**src/status_pkg.sv**
```systemverilog
package status_pkg;

    // Flash rates, in milliseconds per half period
    localparam int unsigned CLK_HZ        = 50_000_000;
    localparam int unsigned SLOW_HALF_MS  = 500;
    localparam int unsigned FAST_HALF_MS  = 125;
    localparam int unsigned SLOW_HALF_CYC = SLOW_HALF_MS * (CLK_HZ / 1000);
    localparam int unsigned FAST_HALF_CYC = FAST_HALF_MS * (CLK_HZ / 1000);

    // Address attempt time limits, in milliseconds
    localparam int unsigned STEP_TIMEOUT_MS  = 3000;
    localparam int unsigned STEP_TIMEOUT_CYC = STEP_TIMEOUT_MS * (CLK_HZ / 1000);

    // Factory defaults of the address options
    localparam logic PERSIST_EN_RESET = 1'b0;
    localparam logic DHCP_EN_RESET    = 1'b1;

    // Link-local subnet prefix
    localparam logic [15:0] LLA_PREFIX = 16'hA9FE;

    // Seed of the address picker after reset
    localparam logic [15:0] LFSR_SEED = 16'hACE1;

    // Indicator colours, one bit each
    typedef enum logic [2:0] {
        COL_OFF   = 3'h0,
        COL_RED   = 3'h1,
        COL_GREEN = 3'h2,
        COL_BLUE  = 3'h4
    } colour_t;

    // Indicator patterns
    typedef enum logic [1:0] {
        PAT_STEADY = 2'h0,
        PAT_SLOW   = 2'h1,
        PAT_FAST   = 2'h2
    } pattern_t;

    // Address sequencer states
    typedef enum logic [6:0] {
        ST_IDLE    = 7'h01,
        ST_PERSIST = 7'h02,
        ST_DHCP    = 7'h04,
        ST_PICK    = 7'h08,
        ST_PROBE   = 7'h10,
        ST_BOUND   = 7'h20,
        ST_DOWN    = 7'h40
    } ip_state_t;

endpackage

```
**src/flash_divider.sv**
```systemverilog
module flash_divider
    import status_pkg::*;
#(
    parameter int unsigned SLOW_HALF = SLOW_HALF_CYC,
    parameter int unsigned FAST_HALF = FAST_HALF_CYC
) (
    // Clock and reset
    input  wire logic sys_clk,
    input  wire logic rst_n,
    // Flash phases
    output logic      slow_phase,
    output logic      fast_phase
);

    typedef struct packed {
        logic [31:0] slow_cnt;
        logic [31:0] fast_cnt;
        logic        slow_ph;
        logic        fast_ph;
    } div_t;

    div_t st;
    div_t next_st;

    // Two free counters toggle the flash phases
    always_comb begin
        next_st = st;
        if (st.slow_cnt == SLOW_HALF - 1) begin
            next_st.slow_cnt = 32'h0;
            next_st.slow_ph  = ~st.slow_ph;
        end else begin
            next_st.slow_cnt = st.slow_cnt + 32'h1;
        end
        if (st.fast_cnt == FAST_HALF - 1) begin
            next_st.fast_cnt = 32'h0;
            next_st.fast_ph  = ~st.fast_ph;
        end else begin
            next_st.fast_cnt = st.fast_cnt + 32'h1;
        end
    end

    always_ff @(posedge sys_clk or negedge rst_n) begin
        if (!rst_n) begin
            st <= '0;
        end else begin
            st <= next_st;
        end
    end

    assign slow_phase = st.slow_ph;
    assign fast_phase = st.fast_ph;

endmodule

```
**src/status_sequencer.sv**
```systemverilog
// Notes on behaviour
// - Only the highest-priority active condition shows; acquisition beats assigned address.
// - Free-running acquisition shows fast flashing green.
// - Triggered acquisition shows slow flashing green.
// - No link shows fast flashing blue.
// - Link up without address shows slow flashing blue.
// - Address assigned, no application connected, shows steady blue.
// - Address tried as persistent if enabled, else DHCP, then link-local, always enabled.
// - Address sequence starts at power-up and on each link connection.
// - Persistent off and DHCP on after reset; link-local cannot be disabled.
// - Link-local picks random address, probes by ARP, adopts only if unanswered.
module status_sequencer
    import status_pkg::*;
#(
    parameter int unsigned SLOW_HALF    = SLOW_HALF_CYC,
    parameter int unsigned FAST_HALF    = FAST_HALF_CYC,
    parameter int unsigned STEP_TIMEOUT = STEP_TIMEOUT_CYC
) (
    // Clock and reset
    input  wire logic        sys_clk,
    input  wire logic        reset_n,
    // Camera conditions
    input  wire logic        init_done,
    input  wire logic        init_fault,
    input  wire logic        over_temp,
    input  wire logic        link_up,
    input  wire logic        app_connected,
    input  wire logic        acq_free_run,
    input  wire logic        acq_triggered,
    // Address option settings and strobe
    input  wire logic        persist_en_in,
    input  wire logic        dhcp_en_in,
    input  wire logic        option_wr,
    input  wire logic [31:0] persist_addr,
    // Network engine: requests
    output logic             dhcp_start,
    output logic             arp_probe_start,
    output logic [31:0]      probe_addr,
    // Network engine: results
    input  wire logic        dhcp_ack,
    input  wire logic [31:0] dhcp_addr,
    input  wire logic        arp_reply,
    // Address state
    output logic             addr_valid,
    output logic [31:0]      ip_addr,
    output logic             persist_en,
    output logic             dhcp_en,
    // Indicator
    output logic             led_red,
    output logic             led_green,
    output logic             led_blue
);

    typedef struct packed {
        logic        rst_meta;
        logic        rst_sync;
    } rsync_t;

    typedef struct packed {
        ip_state_t   state;
        logic [31:0] timer;
        logic [15:0] lfsr;
        logic [31:0] addr;
        logic        valid;
        logic        p_en;
        logic        d_en;
        logic        link_d;
        logic        dhcp_go;
        logic        arp_go;
        logic [2:0]  led;
    } seq_t;

    rsync_t rs;
    seq_t   st;
    seq_t   next_st;
    logic   rst_n;
    logic   slow_phase;
    logic   fast_phase;
    logic [2:0] next_led;

    // Reset release through two flops
    always_ff @(posedge sys_clk or negedge reset_n) begin
        if (!reset_n) begin
            rs <= '0;
        end else begin
            rs.rst_meta <= 1'b1;
            rs.rst_sync <= rs.rst_meta;
        end
    end
    assign rst_n = rs.rst_sync;

    flash_divider #(
        .SLOW_HALF (SLOW_HALF),
        .FAST_HALF (FAST_HALF)
    ) u_div (
        .sys_clk    (sys_clk),
        .rst_n      (rst_n),
        .slow_phase (slow_phase),
        .fast_phase (fast_phase)
    );

    // Colour gated by pattern phase
    function automatic logic [2:0] show(input colour_t c, input pattern_t p,
                                        input logic sp, input logic fp);
        logic on;
        on = (p == PAT_STEADY) ? 1'b1 : (p == PAT_SLOW) ? sp : fp;
        return on ? c : COL_OFF;
    endfunction

    // Priority chain for the indicator
    always_comb begin
        if (!init_done && init_fault) begin
            next_led = show(COL_RED, PAT_SLOW, slow_phase, fast_phase);
        end else if (!init_done) begin
            next_led = show(COL_RED, PAT_STEADY, slow_phase, fast_phase);
        end else if (over_temp) begin
            next_led = show(COL_RED, PAT_FAST, slow_phase, fast_phase);
        end else if (!link_up) begin
            next_led = show(COL_BLUE, PAT_FAST, slow_phase, fast_phase);
        end else if (!st.valid) begin
            next_led = show(COL_BLUE, PAT_SLOW, slow_phase, fast_phase);
        end else if (acq_free_run) begin
            next_led = show(COL_GREEN, PAT_FAST, slow_phase, fast_phase);
        end else if (acq_triggered) begin
            next_led = show(COL_GREEN, PAT_SLOW, slow_phase, fast_phase);
        end else if (app_connected) begin
            next_led = show(COL_GREEN, PAT_STEADY, slow_phase, fast_phase);
        end else begin
            next_led = show(COL_BLUE, PAT_STEADY, slow_phase, fast_phase);
        end
    end

    // Address sequencer
    always_comb begin
        next_st         = st;
        next_st.led     = next_led;
        next_st.link_d  = link_up;
        next_st.dhcp_go = 1'b0;
        next_st.arp_go  = 1'b0;
        next_st.lfsr    = {st.lfsr[14:0], st.lfsr[15] ^ st.lfsr[13] ^ st.lfsr[12] ^ st.lfsr[10]};
        if (option_wr) begin
            next_st.p_en = persist_en_in;
            next_st.d_en = dhcp_en_in;
        end
        if (st.timer != 32'h0) begin
            next_st.timer = st.timer - 32'h1;
        end
        if (!link_up) begin
            next_st.state = ST_DOWN;
            next_st.valid = 1'b0;
        end else begin
            case (st.state)
                ST_IDLE, ST_DOWN: begin
                    // Power-up and link connection both start here
                    if (st.p_en) begin
                        next_st.state = ST_PERSIST;
                    end else if (st.d_en) begin
                        next_st.state   = ST_DHCP;
                        next_st.dhcp_go = 1'b1;
                        next_st.timer   = STEP_TIMEOUT;
                    end else begin
                        next_st.state = ST_PICK;
                    end
                end
                ST_PERSIST: begin
                    next_st.addr  = persist_addr;
                    next_st.valid = 1'b1;
                    next_st.state = ST_BOUND;
                end
                ST_DHCP: begin
                    if (dhcp_ack) begin
                        next_st.addr  = dhcp_addr;
                        next_st.valid = 1'b1;
                        next_st.state = ST_BOUND;
                    end else if (st.timer == 32'h0) begin
                        next_st.state = ST_PICK;
                    end
                end
                ST_PICK: begin
                    next_st.addr   = {LLA_PREFIX, st.lfsr};
                    next_st.arp_go = 1'b1;
                    next_st.timer  = STEP_TIMEOUT;
                    next_st.state  = ST_PROBE;
                end
                ST_PROBE: begin
                    if (arp_reply) begin
                        next_st.state = ST_PICK;
                    end else if (st.timer == 32'h0) begin
                        next_st.valid = 1'b1;
                        next_st.state = ST_BOUND;
                    end
                end
                default: begin
                    next_st.state = ST_BOUND;
                end
            endcase
        end
    end

    always_ff @(posedge sys_clk or negedge rst_n) begin
        if (!rst_n) begin
            st       <= '0;
            st.state <= ST_IDLE;
            st.lfsr  <= LFSR_SEED;
            st.p_en  <= PERSIST_EN_RESET;
            st.d_en  <= DHCP_EN_RESET;
            st.led   <= COL_RED;
        end else begin
            st <= next_st;
        end
    end

    assign dhcp_start      = st.dhcp_go;
    assign arp_probe_start = st.arp_go;
    assign probe_addr      = st.addr;
    assign ip_addr         = st.addr;
    assign addr_valid      = st.valid;
    assign persist_en      = st.p_en;
    assign dhcp_en         = st.d_en;
    assign led_red         = st.led[0];
    assign led_green       = st.led[1];
    assign led_blue        = st.led[2];

    AST_NO_LINK_BLUE: assert property (@(posedge sys_clk) disable iff (!rst_n)
        init_done && !init_fault && !over_temp && !link_up |=> !led_red && !led_green)
        else $error("no link must show blue only");
    AST_ACQ_OVER_ADDR: assert property (@(posedge sys_clk) disable iff (!rst_n)
        init_done && !over_temp && link_up && st.valid && acq_free_run |=> !led_blue)
        else $error("acquisition must outrank address");
    AST_STEADY_BLUE: assert property (@(posedge sys_clk) disable iff (!rst_n)
        init_done && !over_temp && link_up && st.valid && !acq_free_run && !acq_triggered
        && !app_connected |=> led_blue)
        else $error("assigned address must show steady blue");
    AST_STEADY_GREEN: assert property (@(posedge sys_clk) disable iff (!rst_n)
        init_done && !over_temp && link_up && st.valid && !acq_free_run && !acq_triggered
        && app_connected |=> led_green && !led_blue)
        else $error("connected app must show steady green");
    AST_UNINIT_RED: assert property (@(posedge sys_clk) disable iff (!rst_n)
        !init_done && !init_fault |=> led_red && !led_blue && !led_green)
        else $error("uninitialised must show steady red");
    AST_DHCP_FIRST: assert property (@(posedge sys_clk) disable iff (!rst_n)
        st.state == ST_IDLE && link_up && !st.p_en && st.d_en |=> dhcp_start)
        else $error("dhcp must be tried before link-local");
    AST_LINK_RESTART: assert property (@(posedge sys_clk) disable iff (!rst_n)
        !link_up ##1 link_up && st.state == ST_DOWN |=> st.state != ST_DOWN)
        else $error("link connection must restart sequence");
    AST_ARP_RETRY: assert property (@(posedge sys_clk) disable iff (!rst_n)
        st.state == ST_PROBE && link_up && arp_reply |=> !addr_valid ##1 arp_probe_start)
        else $error("answered probe must pick again");
    AST_LLA_SUBNET: assert property (@(posedge sys_clk) disable iff (!rst_n)
        $rose(arp_probe_start) |-> probe_addr[31:16] == LLA_PREFIX)
        else $error("probe address must be link-local");
    AST_DEFAULTS: assert property (@(posedge sys_clk) $rose(rst_n) |-> !persist_en && dhcp_en)
        else $error("factory defaults wrong");

    COV_BOUND: cover property (@(posedge sys_clk) disable iff (!rst_n) $rose(addr_valid));
    COV_PROBE_RETRY: cover property (@(posedge sys_clk) disable iff (!rst_n)
        st.state == ST_PROBE && arp_reply);
    COV_FREE_RUN: cover property (@(posedge sys_clk) disable iff (!rst_n)
        addr_valid && acq_free_run && led_green);

endmodule

```
**config.mk**
```make
export PLATFORM = sky130hd
export DESIGN_NAME = status_sequencer
export DESIGN_NICKNAME = d
export VERILOG_FILES = /design/src/status_pkg.sv /design/src/flash_divider.sv /design/src/status_sequencer.sv
export SDC_FILE = /design/constraint.sdc
export NUM_CORES = 1
export LEC_CHECK = 0
export BUFFER_PORTS_ARGS = -buffer_cell sky130_fd_sc_hd__buf_2
export CORE_MARGIN = 4
export CORE_UTILIZATION = 36
export CTS_CLUSTER_SIZE = 40
export DETAILED_ROUTE_END_ITERATION = 8
export GPL_TIMING_DRIVEN = 0
export SYNTH_ARGS = -nofsm -noshare
export SYNTH_HDL_FRONTEND = slang
export SYNTH_SLANG_ARGS = --single-unit
```
**constraint.sdc**
```tcl
create_clock -name sys_clk -period 5.4 [get_ports sys_clk]
set_input_delay 1.08 -clock sys_clk [delete_from_list [all_inputs] [get_ports sys_clk]]
set_output_delay 1.08 -clock sys_clk [all_outputs]
set_load 0.01 [all_outputs]
```
# Word level (Yosys, flattened, before mapping)
# Index checks and enable logic that the tools add are counted.
totals:
  latchBits: 0
  elab_cells: 88
  romBits: 0
  output_inout_bits: 72
  reg_bits: 163
  ram_bits: 0
  in_bits: 78
  n_memories: 0
classes:
  div: 0
  bitwise: 5
  order_cmp: 0
  add_sub_neg: 3
  shifts: 0
  n_eq_ne: 15
  n_mux: 40
  reduce_logical: 9
  mul: 0
op_table:
  columns: ["operator", "n"]
  rows:
  - ["two-way mux 32 bit", 6]
  - ["case mux 32 bit (3 select lines)", 1]
  - ["adder 32 x 1 -> 32 bit (second input constant)", 2]
  - ["case mux 32 bit (2 select lines)", 1]
  - ["two-way mux 7 bit", 5]
  - ["two-way mux 33 bit", 1]
  - ["equality test 32 x 23 -> 1 bit (second input constant)", 1]
  - ["equality test 32 x 25 -> 1 bit (second input constant)", 1]
  - ["zero test 32 bit", 1]
  - ["nonzero test 32 bit", 1]
  - ["subtractor 32 x 1 -> 32 bit (second input constant)", 1]
  - ["two-way mux 3 bit", 10]
  - ["case mux 7 bit (4 select lines)", 1]
  - ["two-way mux 1 bit", 9]
  - ["inequality test 3 bit (second input constant)", 3]
  - ["two-way mux 4 bit", 2]
  - ["inequality test 4 bit (second input constant)", 2]
  - ["equality test 7 x 1 -> 1 bit (second input constant)", 1]
  - ["equality test 7 x 2 -> 1 bit (second input constant)", 1]
  - ["equality test 7 x 3 -> 1 bit (second input constant)", 1]
  - ["equality test 7 x 4 -> 1 bit (second input constant)", 1]
  - ["equality test 7 x 5 -> 1 bit (second input constant)", 1]
  - ["equality test 7 bit (second input constant)", 1]
  - ["two-way mux 2 bit", 3]
  - ["other kinds (12)", 15]

# Depth between registers and ports, before layout
# Gate-level depths: netlist of run 1.
logic_depth:
  depth_word: 8
  depth_mapped: 8
  mapped_depth_nobuf: 7

# By module
# From an unflattened synthesis of run 1, not the netlist that was laid out.
unflattened:
  cells_unflattened: 842
  hier_area_um2: 8334.2
modules_own_cells:
  columns: ["module", "seq_area_each_um2", "n_inst", "area_per_inst_um2", "cells_per_inst"]
  rows:
  - ["status_sequencer", 2441.1, 1, 4999.8, 510]
  - ["flash_divider", 1651.6, 1, 3334.4, 332]

# Least setup slack after synthesis of run 1
# OpenSTA, ideal clock, no wires.
synth_path:
  path_type: "register to register"
  startpoint: "reg st[84] (netlist bit)"
  endpoint: "reg st[71] (netlist bit)"
  setup_time_ps: 134
  setup_slack_ps: 3185
  path_stages_with_launch: 8
  t_arrival_ps: 2081
  period_less_slack_ps: 2215
  required_time_ps: 5266
  path_buffers: 2
  path_cell_list: "dfrtp_1 or4_1 buf_2 or4_4 buf_6 o211ai_1 xor2_1 nand2_1"
synth_lines:
  columns: ["item", "line_no", "rtl"]
  rows:
  - ["start: declaration", "status_sequencer.sv:74", "seq_t st;"]
  - ["start signal: assignment", "status_sequencer.sv:209", "st <= next_st;"]

# Worst setup path after layout of run 1
layout_path:
  startpoint: "reg st[90] (netlist bit)"
  endpoint: "reg st (netlist bit ip_addr[10])"
layout_via:
  elab_chain_cells: 3
  elab_cells_between_ends: 7
  classes_between: "eq/ne (4); mux (1); reduce/logical (2)"
layout_rtl:
  columns: ["item", "line_no", "rtl"]
  rows:
  - ["equality test 7 x 3 -> 1 bit (tied with other cells)", "status_sequencer.sv:152", "case (st.state)"]
  - ["inequality test 2 bit (no line) / nonzero test 3 bit (equally long branches)", null, null]
  - ["AND reduction 3 bit (no line)", null, null]
# Several ways; a longest one is shown, not always the timed one.
# A chain may end at the register's enable or synchronous reset.

==> results of run 1 <==
-- layout by cell type, fill, tap and decap left out, types with 20 or more instances in the layout --
cell type / netlist / routed
sky130_fd_sc_hd__buf_2: 9 / 159
sky130_fd_sc_hd__o21ai_0: 25 / 25
sky130_fd_sc_hd__nand3_1: 34 / 34
sky130_fd_sc_hd__buf_4: 64 / 64
sky130_fd_sc_hd__xnor2_1: 34 / 34
sky130_fd_sc_hd__a21oi_1: 37 / 37
sky130_fd_sc_hd__and3_1: 20 / 20
sky130_fd_sc_hd__nor2_1: 108 / 108
sky130_fd_sc_hd__clkbuf_1: 29 / 30
sky130_fd_sc_hd__nor3_1: 23 / 23
sky130_fd_sc_hd__nand2_1: 54 / 54
sky130_fd_sc_hd__xor2_1: 42 / 42
sky130_fd_sc_hd__dfrtp_1: 152 / 151
-- registers in the layout, indices dropped and copies added (netlist names), 15 cells and up --
signal and count:
u_div.st 64, next_st 15, st 40, ip_addr 32
-- per-stage QoR --
step           hold slack, ns  util, %  total power (uW)
3_5_place_dp           0.2930    41.72              2553
4_1_cts                0.3085    44.48              3870
3_3_place_gp           0.3354    41.46              2526
6_report               0.2809    44.53              3826
5_1_grt                0.3367    44.53              4039
2_1_floorplan          0.3312        -              2205
-- Yosys cell counts (3+ instances only) --
library cell               instances  area share, %
sky130_fd_sc_hd__a211oi_1          6           0.54
sky130_fd_sc_hd__a21oi_1          37            2.2
sky130_fd_sc_hd__a221oi_1         13            1.4
sky130_fd_sc_hd__a22o_1            8           0.84
sky130_fd_sc_hd__a31oi_1          11           0.83
sky130_fd_sc_hd__and3_1           20            1.5
sky130_fd_sc_hd__and4_1            6           0.63
sky130_fd_sc_hd__buf_2             9           0.54
sky130_fd_sc_hd__buf_4            64            5.8
sky130_fd_sc_hd__clkbuf_1         29            1.3
sky130_fd_sc_hd__dfrtp_1         152             46
sky130_fd_sc_hd__dfstp_2          11            3.5
sky130_fd_sc_hd__ha_1              4           0.60
sky130_fd_sc_hd__inv_1             8           0.36
sky130_fd_sc_hd__mux2i_1          14            1.7
sky130_fd_sc_hd__nand2_1          54            2.4
sky130_fd_sc_hd__nand2b_1          4           0.30
sky130_fd_sc_hd__nand3_1          34            2.0
sky130_fd_sc_hd__nand3b_1          3           0.27
sky130_fd_sc_hd__nand4_1          18            1.4
sky130_fd_sc_hd__nor2_1          108            4.9
sky130_fd_sc_hd__nor2b_1           3           0.23
sky130_fd_sc_hd__nor3_1           23            1.4
sky130_fd_sc_hd__nor4_1           17            1.3
sky130_fd_sc_hd__nor4_2            4           0.60
sky130_fd_sc_hd__o211ai_1          6           0.54
sky130_fd_sc_hd__o21ai_0          25            1.5
sky130_fd_sc_hd__o22ai_1           6           0.45
sky130_fd_sc_hd__o31ai_1           8           0.72
sky130_fd_sc_hd__or2_2             5           0.38
sky130_fd_sc_hd__or3_1            18            1.4
sky130_fd_sc_hd__or4_1            16            1.4
sky130_fd_sc_hd__xnor2_1          34            3.6
sky130_fd_sc_hd__xor2_1           42            4.4
-- area by class of cell --
class,instances,area (um2)
multi-input combinational,577,3541
clock buffer,18,429.2
sequential,163,4096
clock inverter,14,198.9
tap,285,356.6
buffer,103,645.6
timing repair buffer,153,810.8
fill,2213,12600
inverter,9,33.78
-- logic make-up (layout without fill, tap and decap cells) --
kind of cell,count (synthesis),count (layout),synth area share [%]
other,2,2,0.09034
buffers and inverters,112,297,8.173
XOR/XNOR,76,76,8.007
adder cells (fa/ha/maj),4,4,0.6021
AO/OA/AOI/OAI,132,132,10.25
multiplexers,16,16,1.957
flip-flops,163,163,49.23
AND/OR/NAND/NOR,347,347,21.69
-- layer usage --
layer	track usage (%)	up-vias	wire [um]
met3	3.587	14	927
met4	3.402	0	140
met1	22.07	3300	9631
met2	25.32	163	9258
li1	-	3303	-
met5	0	-	0
-- worst reg2reg max path: stages, from the launching register on --
cell,delay (ns)
sky130_fd_sc_hd__dfrtp_1,0.42
sky130_fd_sc_hd__or3_1,0.44
sky130_fd_sc_hd__clkbuf_1,0.26
sky130_fd_sc_hd__nor2_1,0.57
sky130_fd_sc_hd__nand2_1,0.36
sky130_fd_sc_hd__a221oi_1,0.42
sky130_fd_sc_hd__a21oi_1,0.12
-- final timing paths --
kind,startpoint,to,cells past startpoint
worst max register to register,st[90],ip_addr[10],6
max in group asynchronous,rst_n,next_st[48],1
worst min register to register,rst_n,u_div.st[59],0
worst min-delay path,rst_n,u_div.st[59],0
worst max-delay path,st[90],ip_addr[10],6
min in group sys_clk,rs[1],rst_n,0
-- where the power goes --
group          internal (uW)  switching [uW]
sequential              1390             155
combinational            534             443
clock                    781             524
total                   2700            1120
==> flow_summary.ini, run 1 <==
[placement]
detailed_place.area_um2 = 9474
hpwl_after_detailed_placement_um = 14410
dpl_worst_slack_ns = 2.549
placedCellCount = 1288
place.port_buffers = 149
gp_routability_congestion = 0.7973

[cts]
cts_sinks = 163
cts-root-to-sink-buffers = 2
post_cts.resized_instances = 0
cts-root-buf = sky130_fd_sc_hd__clkbuf_16
ctsHtreeMaxLevel = 4
post-cts-setup-buffer-count = 0
holdBufCountCts = 0
clock_latency_ns = 0.43
tritoncts.num_buffers = 17
clkSlewWorstSetupHoldPaths_ns = 0.07
cts_tree = built

[setup_path]
cpMaxStageDelayCell = sky130_fd_sc_hd__nor2_1
slowest_delay_ns = 0.57
critPathLaunchType = flip-flop
crit_fanout = 10
critical_path_class = reg -> reg
cp_top_family = simple AND/OR/NAND/NOR gates
critical_path_arrival_ns = 3.01
ff2ff_setup_slack_ns = 2.69
worst_setup_path_end_kind = flip-flop
data_required_time_of_the_critical_path_ns = 5.70
timing.critical_path.cells = or3_1 -> clkbuf_1 -> nor2_1 -> nand2_1 -> a221oi_1 -> a21oi_1
path_buf_inv = 1

[route]
post-route-drc-count = 0
post_dr_wirelength_cell_um = 15.10
detail-route-antenna-nets = 0
postRouteWirelength_um = 19960
num_vias = 6780
drt-vias-per-instance = 5.129
initial_drc_count = 393
detail_route.first_pass.iterations = 4

[sta]
setup-violations-final = 0
fmax_mhz = 369.1
final_ws_setup_ns = 2.690
timing.setup.tns_ns = 0
fin_skew_ns = 0.01162
rsz0062_at_grt = false
timing.final.crit_period_ns = 2.710
final-hold-violation-count = 0
slew_viol_final = 0
worst_pin_slew_ns = 0.9539
max_slew_margin_pct = 35.92
post-route-period-util_pct = 50.18

[die]
chipWidth_um = 160.0
floorplan.core_area_um2 = 22710
total_die_area_um2 = 25590
std_cell_rows = 55
chipHeight_um = 160.0
num_io_pins = 150
starting_density_of_the_core_pct = 36.61

[flow_run]
maxCapViolations = 0

[final_layout]
nNetsFinal = 1106
postLayoutCellArea_um2 = 10110
layout-area-overhead-vs-synth_pct = 21.64
final_cells = 1322
num_antenna_cells = 0
post_route_cells_drive_above_1_share_pct = 27.77

[power_and_ir_drop]
vdd.ir_drop.worst_mv = 0.2283
static-leakage-power_uw = 0.004673
power_density_nw_per_um2 = 378.3

[synthesis]
yosys_most_used_dff = sky130_fd_sc_hd__dfrtp_1
yosysSeqAreaShare_pct = 49.23
postSynthRegisterBits = 163
count_of_synthesis_stage_warnings_from_yosys = 0
postSynth.asyncResetShare_pct = 100.0
syn-mean-instance-area_um2 = 9.757
mappedNetlistArea_um2 = 8313
synth.lib_cells_used.distinct = 59
postSynthNetCount = 934
synthesis.instances = 852
synth-edff-count = 0

[global_routing]
number_of_antenna_violations_at_the_first_check_in_global_routing = 0
global_route_wire_length_before_repair_um = 33750
grt.total_usage_pct = 15.80
grt_pass1_vias = 6616
maximum_number_of_pins_on_one_net_before_global_route_repair = 70
globalRouteOverflowTotal = 0

[outcome]
outcome = completed

[min_path]
hp-class = reg -> async
No activity file was read; power rests on OpenSTA's default activity.
==> run 2: changes to the inputs <==
Clock period 5.4 ns to 2.7 ns, I/O delays scaled along.
==> flow_summary.ini, run 2 (synthesis gave the netlist of run 1 again) <==
[outcome]
outcome = completed

[setup_path]
worst_setup_path_end_kind = flip-flop
crit_fanout = 10
data_required_time_of_the_critical_path_ns = 3.01
critical_path_arrival_ns = 2.82
r2r_start = st[90]
r2r_end = ip_addr[10]
critical_path_class = reg -> reg
timing.critical_path.cells = or3_1 -> clkbuf_1 -> nor2_2 -> nand2_1 -> a221oi_1 -> a21oi_1
ff2ff_setup_slack_ns = 0.19
reg2reg_depth = 6
cpMaxStageDelayCell = sky130_fd_sc_hd__or3_1
cp_top_family = simple AND/OR/NAND/NOR gates
critPathLaunchType = flip-flop
path_buf_inv = 1
slowest_delay_ns = 0.45

[route]
post-route-drc-count = 0
drt-vias-per-instance = 5.042
detail-route-antenna-nets = 0
post_dr_wirelength_cell_um = 15.13
detail_route.first_pass.iterations = 5
num_vias = 6665
initial_drc_count = 343
postRouteWirelength_um = 20000

[global_routing]
grt.total_usage_pct = 15.78
global_route_wire_length_before_repair_um = 33400
globalRouteOverflowTotal = 0
number_of_antenna_violations_at_the_first_check_in_global_routing = 0
grt_pass1_vias = 6457
maximum_number_of_pins_on_one_net_before_global_route_repair = 69

[sta]
fin_skew_ns = 0.01064
final_ws_setup_ns = 0.1881
fmax_mhz = 398.1
timing.final.crit_period_ns = 2.512
max_slew_margin_pct = 33.06
rsz0062_at_grt = false
hold_ws_ns = 0.2958
final-hold-violation-count = 0
setup-violations-final = 0
slew_viol_final = 0
worst_pin_slew_ns = 0.9958
post-route-period-util_pct = 93.03

[cts]
tritoncts.num_buffers = 17
cts_tree = built
cts-root-buf = sky130_fd_sc_hd__clkbuf_16
ctsHtreeMaxLevel = 4
clkSlewWorstSetupHoldPaths_ns = 0.07
cts_sinks = 163
clock_latency_ns = 0.43
cts-root-to-sink-buffers = 2

[final_layout]
postLayoutCellArea_um2 = 10110
final_cell_mix = sky130_fd_sc_hd__buf_2 (158), sky130_fd_sc_hd__dfrtp_1 (151), sky130_fd_sc_hd__nor2_1 (107)
n_fill_cell = 2237
layout-area-overhead-vs-synth_pct = 21.61
largest_register = u_div.st
postLayoutCoreUtil_pct = 44.52
largest_register_ff_count = 64
mostFrequentLayoutCell = sky130_fd_sc_hd__buf_2
post_route_cells_drive_above_1_share_pct = 28.16
nNetsFinal = 1106
num_antenna_cells = 0

[power_and_ir_drop]
total_power_uw = 7471
power_switching_uw = 2244
power_density_nw_per_um2 = 739.0
comb_power_share_pct = 26.1
vdd.ir_drop.worst_mv = 0.4477
internal_power_uw = 5228
p_sw_share_pct = 30.03
power_frac_seq_pct = 41.4
static-leakage-power_uw = 0.004665
share_clk_of_total_power_pct = 32.5

[placement]
dpl_worst_slack_ns = -0.03222
gp_routability_congestion = 0.8004
detailed_place.area_um2 = 9474
hpwl_after_detailed_placement_um = 14340
place.port_buffers = 149

[die]
std_cell_rows = 55
chipHeight_um = 160.0
chipWidth_um = 160.0
starting_density_of_the_core_pct = 36.61
num_io_pins = 150
total_die_area_um2 = 25590
floorplan.core_area_um2 = 22710

[min_path]
hp-class = in -> reg
hold-path-endpoint = led_red
hold_start = init_done
min_path_cells = 2

[flow_run]
maxCapViolations = 0
run 2: changes by cell type in the layout (fill, tap and decap cells not counted), moves of 2 or more:
cell | previous run | this run
sky130_fd_sc_hd__clkinvlp_4 | 4 | 1
sky130_fd_sc_hd__nor4_1 | 17 | 14
sky130_fd_sc_hd__bufinv_16 | 4 | 2
sky130_fd_sc_hd__nor4_2 | 4 | 6
sky130_fd_sc_hd__clkinv_4 | 0 | 2
run 2: through the flow:
step	TNS, ns	cells
floorplan	0	852
global placement	-166.79	1286
detailed placement	-0.1565	1288
CTS	0	1321
global route	0	1322
finish	0	1322
run 2: timing repair:
action | CTS | global route
endpoints found under the setup margin | 9 | 45
hold endpoints to repair | 2 | 0
gates resized for setup | 2 | 6
pin swaps | 0 | 1
hold buffers | 1 | 0
buffers inserted | 0 | 1
run 2: final cells by class:
| cell class | count | area, um2 | area share, % |
|---|---|---|---|
| sequential | 163 | 4096 | 40.52 |
| tap | 285 | 356.6 | 3.527 |
| clock buffer | 19 | 432.9 | 4.282 |
| clock inverter | 13 | 147.6 | 1.460 |
| buffer | 103 | 646.9 | 6.399 |
| inverter | 9 | 33.78 | 0.3342 |
| multi-input combinational | 577 | 3577 | 35.38 |
| timing repair buffer | 153 | 818.3 | 8.094 |
run 2: worst max path at each step:
| stage | cells after the start | from | slack (ns) | to |
|---|---|---|---|---|
| after detailed placement | 6 | u_div.st[2] | -0.03 | u_div.st[13] |
| after floorplan | 0 | rst_n | 0.01 | addr_valid |
| after global routing | 8 | st[92] | 0.01 | st[73] |
| after global placement | 0 | rst_n | -1.12 | ip_addr[30] |
| after CTS | 6 | st[90] | 0.01 | ip_addr[10] |
| final | 6 | st[90] | 0.19 | ip_addr[10] |
run 2: power groups by stage:
stage	Sequential [uW]	Combinational (uW)	Clock, uW
floorplan	3070	1340	0
global placement	3160	1890	0
detailed placement	3140	1960	0
CTS	3100	1970	2490
global route	3150	2150	2610
finish	3090	1950	2430
run 2: routing by layer:
| metal | GRT usage, % | vias up | part of all wire [%] |
|---|---|---|---|
| met3 | 3.510 | 18 | 4.8 |
| li1 | - | 3304 | - |
| met1 | 22.40 | 3174 | 49 |
| met4 | 4.341 | 0 | 1.2 |
| met5 | 0 | - | 0 |
| met2 | 24.45 | 169 | 45 |
==> run 3: changes to the inputs <==
Settings changed: CAP_MARGIN set to 20, GPL_TIMING_DRIVEN 0 to 1, REMOVE_ABC_BUFFERS set to 1.
==> flow_summary.ini, run 3 (synthesis gave the netlist of run 1 again) <==
[route]
num_vias = 6362
post_dr_wirelength_cell_um = 14.82
drt-vias-per-instance = 5.122
post-route-drc-count = 0
detail_route.first_pass.iterations = 7
postRouteWirelength_um = 18400
detail-route-antenna-nets = 0
initial_drc_count = 370

[final_layout]
final_cells = 1242
mostFrequentLayoutCell = sky130_fd_sc_hd__dfrtp_1
ff_latch_area_um2 = 4096
largest_register_ff_count = 64
n_fill_cell = 2218
final_cell_mix = sky130_fd_sc_hd__dfrtp_1 (151), sky130_fd_sc_hd__buf_2 (149), sky130_fd_sc_hd__nor2_1 (108)
postLayoutCoreUtil_pct = 42.36
combined_area_of_the_multi_input_logic_cells_um2 = 3547
num_antenna_cells = 0
post_route_cells_drive_above_1_share_pct = 24.76
largest_register = u_div.st
nNetsFinal = 1026
layout-area-overhead-vs-synth_pct = 15.73

[global_routing]
maximum_number_of_pins_on_one_net_before_global_route_repair = 41
global_route_wire_length_before_repair_um = 30930
globalRouteOverflowTotal = 0
grt.total_usage_pct = 14.34
grt_pass1_vias = 6109
number_of_antenna_violations_at_the_first_check_in_global_routing = 0

[placement]
placedCellCount = 1209
place.port_buffers = 149
dpl_worst_slack_ns = 0.2745
hpwl_after_detailed_placement_um = 13000
gp_routability_congestion = 0.7758

[setup_path]
data_required_time_of_the_critical_path_ns = 3.04
r2r_start = st[63]
ff2ff_setup_slack_ns = 0.26
reg2reg_depth = 5
critical_path_class = reg -> reg
critPathLaunchType = flip-flop
worst_setup_path_end_kind = flip-flop
crit_fanout = 7
critical_path_arrival_ns = 2.79
r2r_end = st[88]

[sta]
rsz0062_at_grt = false
setup-violations-final = 0
timing.final.crit_period_ns = 2.445
worst_pin_slew_ns = 0.5322
max_slew_margin_pct = 64.25
slew_viol_final = 0
fmax_mhz = 409.1
post-route-period-util_pct = 90.54
final_ws_setup_ns = 0.2554
hold_ws_ns = 0.2456
fin_skew_ns = 0.008781
final-hold-violation-count = 0

[flow_run]
maxCapViolations = 0

[cts]
cts_sinks = 163
cts-root-buf = sky130_fd_sc_hd__clkbuf_16
ctsHtreeMaxLevel = 4
clock_latency_ns = 0.42
clkSlewWorstSetupHoldPaths_ns = 0.07
cts_tree = built
tritoncts.num_buffers = 17
cts-root-to-sink-buffers = 2

[power_and_ir_drop]
power_density_nw_per_um2 = 722.0
static-leakage-power_uw = 0.004379
vdd.ir_drop.worst_mv = 0.3822
total_power_uw = 6946

[die]
num_io_pins = 150
chipWidth_um = 160.0
floorplan.core_area_um2 = 22710
starting_density_of_the_core_pct = 36.61
std_cell_rows = 55
chipHeight_um = 160.0
total_die_area_um2 = 25590

[outcome]
outcome = completed

[min_path]
hp-class = reg -> async
run 3: changes by cell type in the layout (fill, tap and decap cells not counted), moves of 2 or more:
cell	change
sky130_fd_sc_hd__buf_12	+2
sky130_fd_sc_hd__buf_16	-2
sky130_fd_sc_hd__buf_2	-9
sky130_fd_sc_hd__buf_4	-42
sky130_fd_sc_hd__clkbuf_1	-29
sky130_fd_sc_hd__clkinv_4	+2
sky130_fd_sc_hd__inv_6	-2
sky130_fd_sc_hd__nor4_1	+2
run 3: per-stage QoR:
step / setup TNS, ns / cell area (um2)
floorplan: -342.14 / 7667
global placement: 0 / 8992
detailed placement: 0 / 9004
CTS: 0 / 9620
global route: 0 / 9620
finish: 0 / 9620
run 3: cell type report:
class	instances	area share, %
Multi-Input combinational cell	577	36.87
Clock buffer	18	4.461
Clock inverter	14	1.847
Tap cell	285	3.707
Timing Repair Buffer	176	10.18
Sequential cell	163	42.58
Inverter	9	0.3512
run 3: power breakdown:
group	total, uW	switching [uW]	internal, uW	leakage, uW
logic	1400	783	612	0.00199
clock network	2480	1010	1470	0.000296
registers	3070	295	2780	0.00209
run 3: repair_timing:
item	in CTS	in global routing
hold buffers	1	0
buffers inserted	0	0
hold endpoints to repair	2	0
gates resized for setup	0	0
run 3: per-layer routing:
layer	part of all wire (%)	global-route usage [%]	vias to the layer above	routed length [um]
li1	-	-	3151	-
met1	48	20.78	3049	8920
met2	46	22.06	147	8494
met3	4.6	3.277	15	840
met4	0.80	3.129	0	148
met5	0	0	-	0
run 3: critical path, cell delays in order (launching register included):
cell and delay (ns):
sky130_fd_sc_hd__dfrtp_1 0.40, sky130_fd_sc_hd__or4_1 0.70, sky130_fd_sc_hd__nor3_2 0.32, sky130_fd_sc_hd__nand4_1 0.30
sky130_fd_sc_hd__or4_1 0.49, sky130_fd_sc_hd__a21oi_1 0.15
run 3: worst max-delay path by stage:
stage	from	end	slack, ns	cells past startpoint
finish	st[63]	st[88]	0.26	5
global route	st[59]	st[88]	0.06	5
CTS	st[57]	st[87]	0.27	7
detailed placement	st[57]	st[87]	0.27	7
global placement	st[91]	ip_addr[8]	0.35	6
floorplan	rst_n	addr_valid	-2.16	0
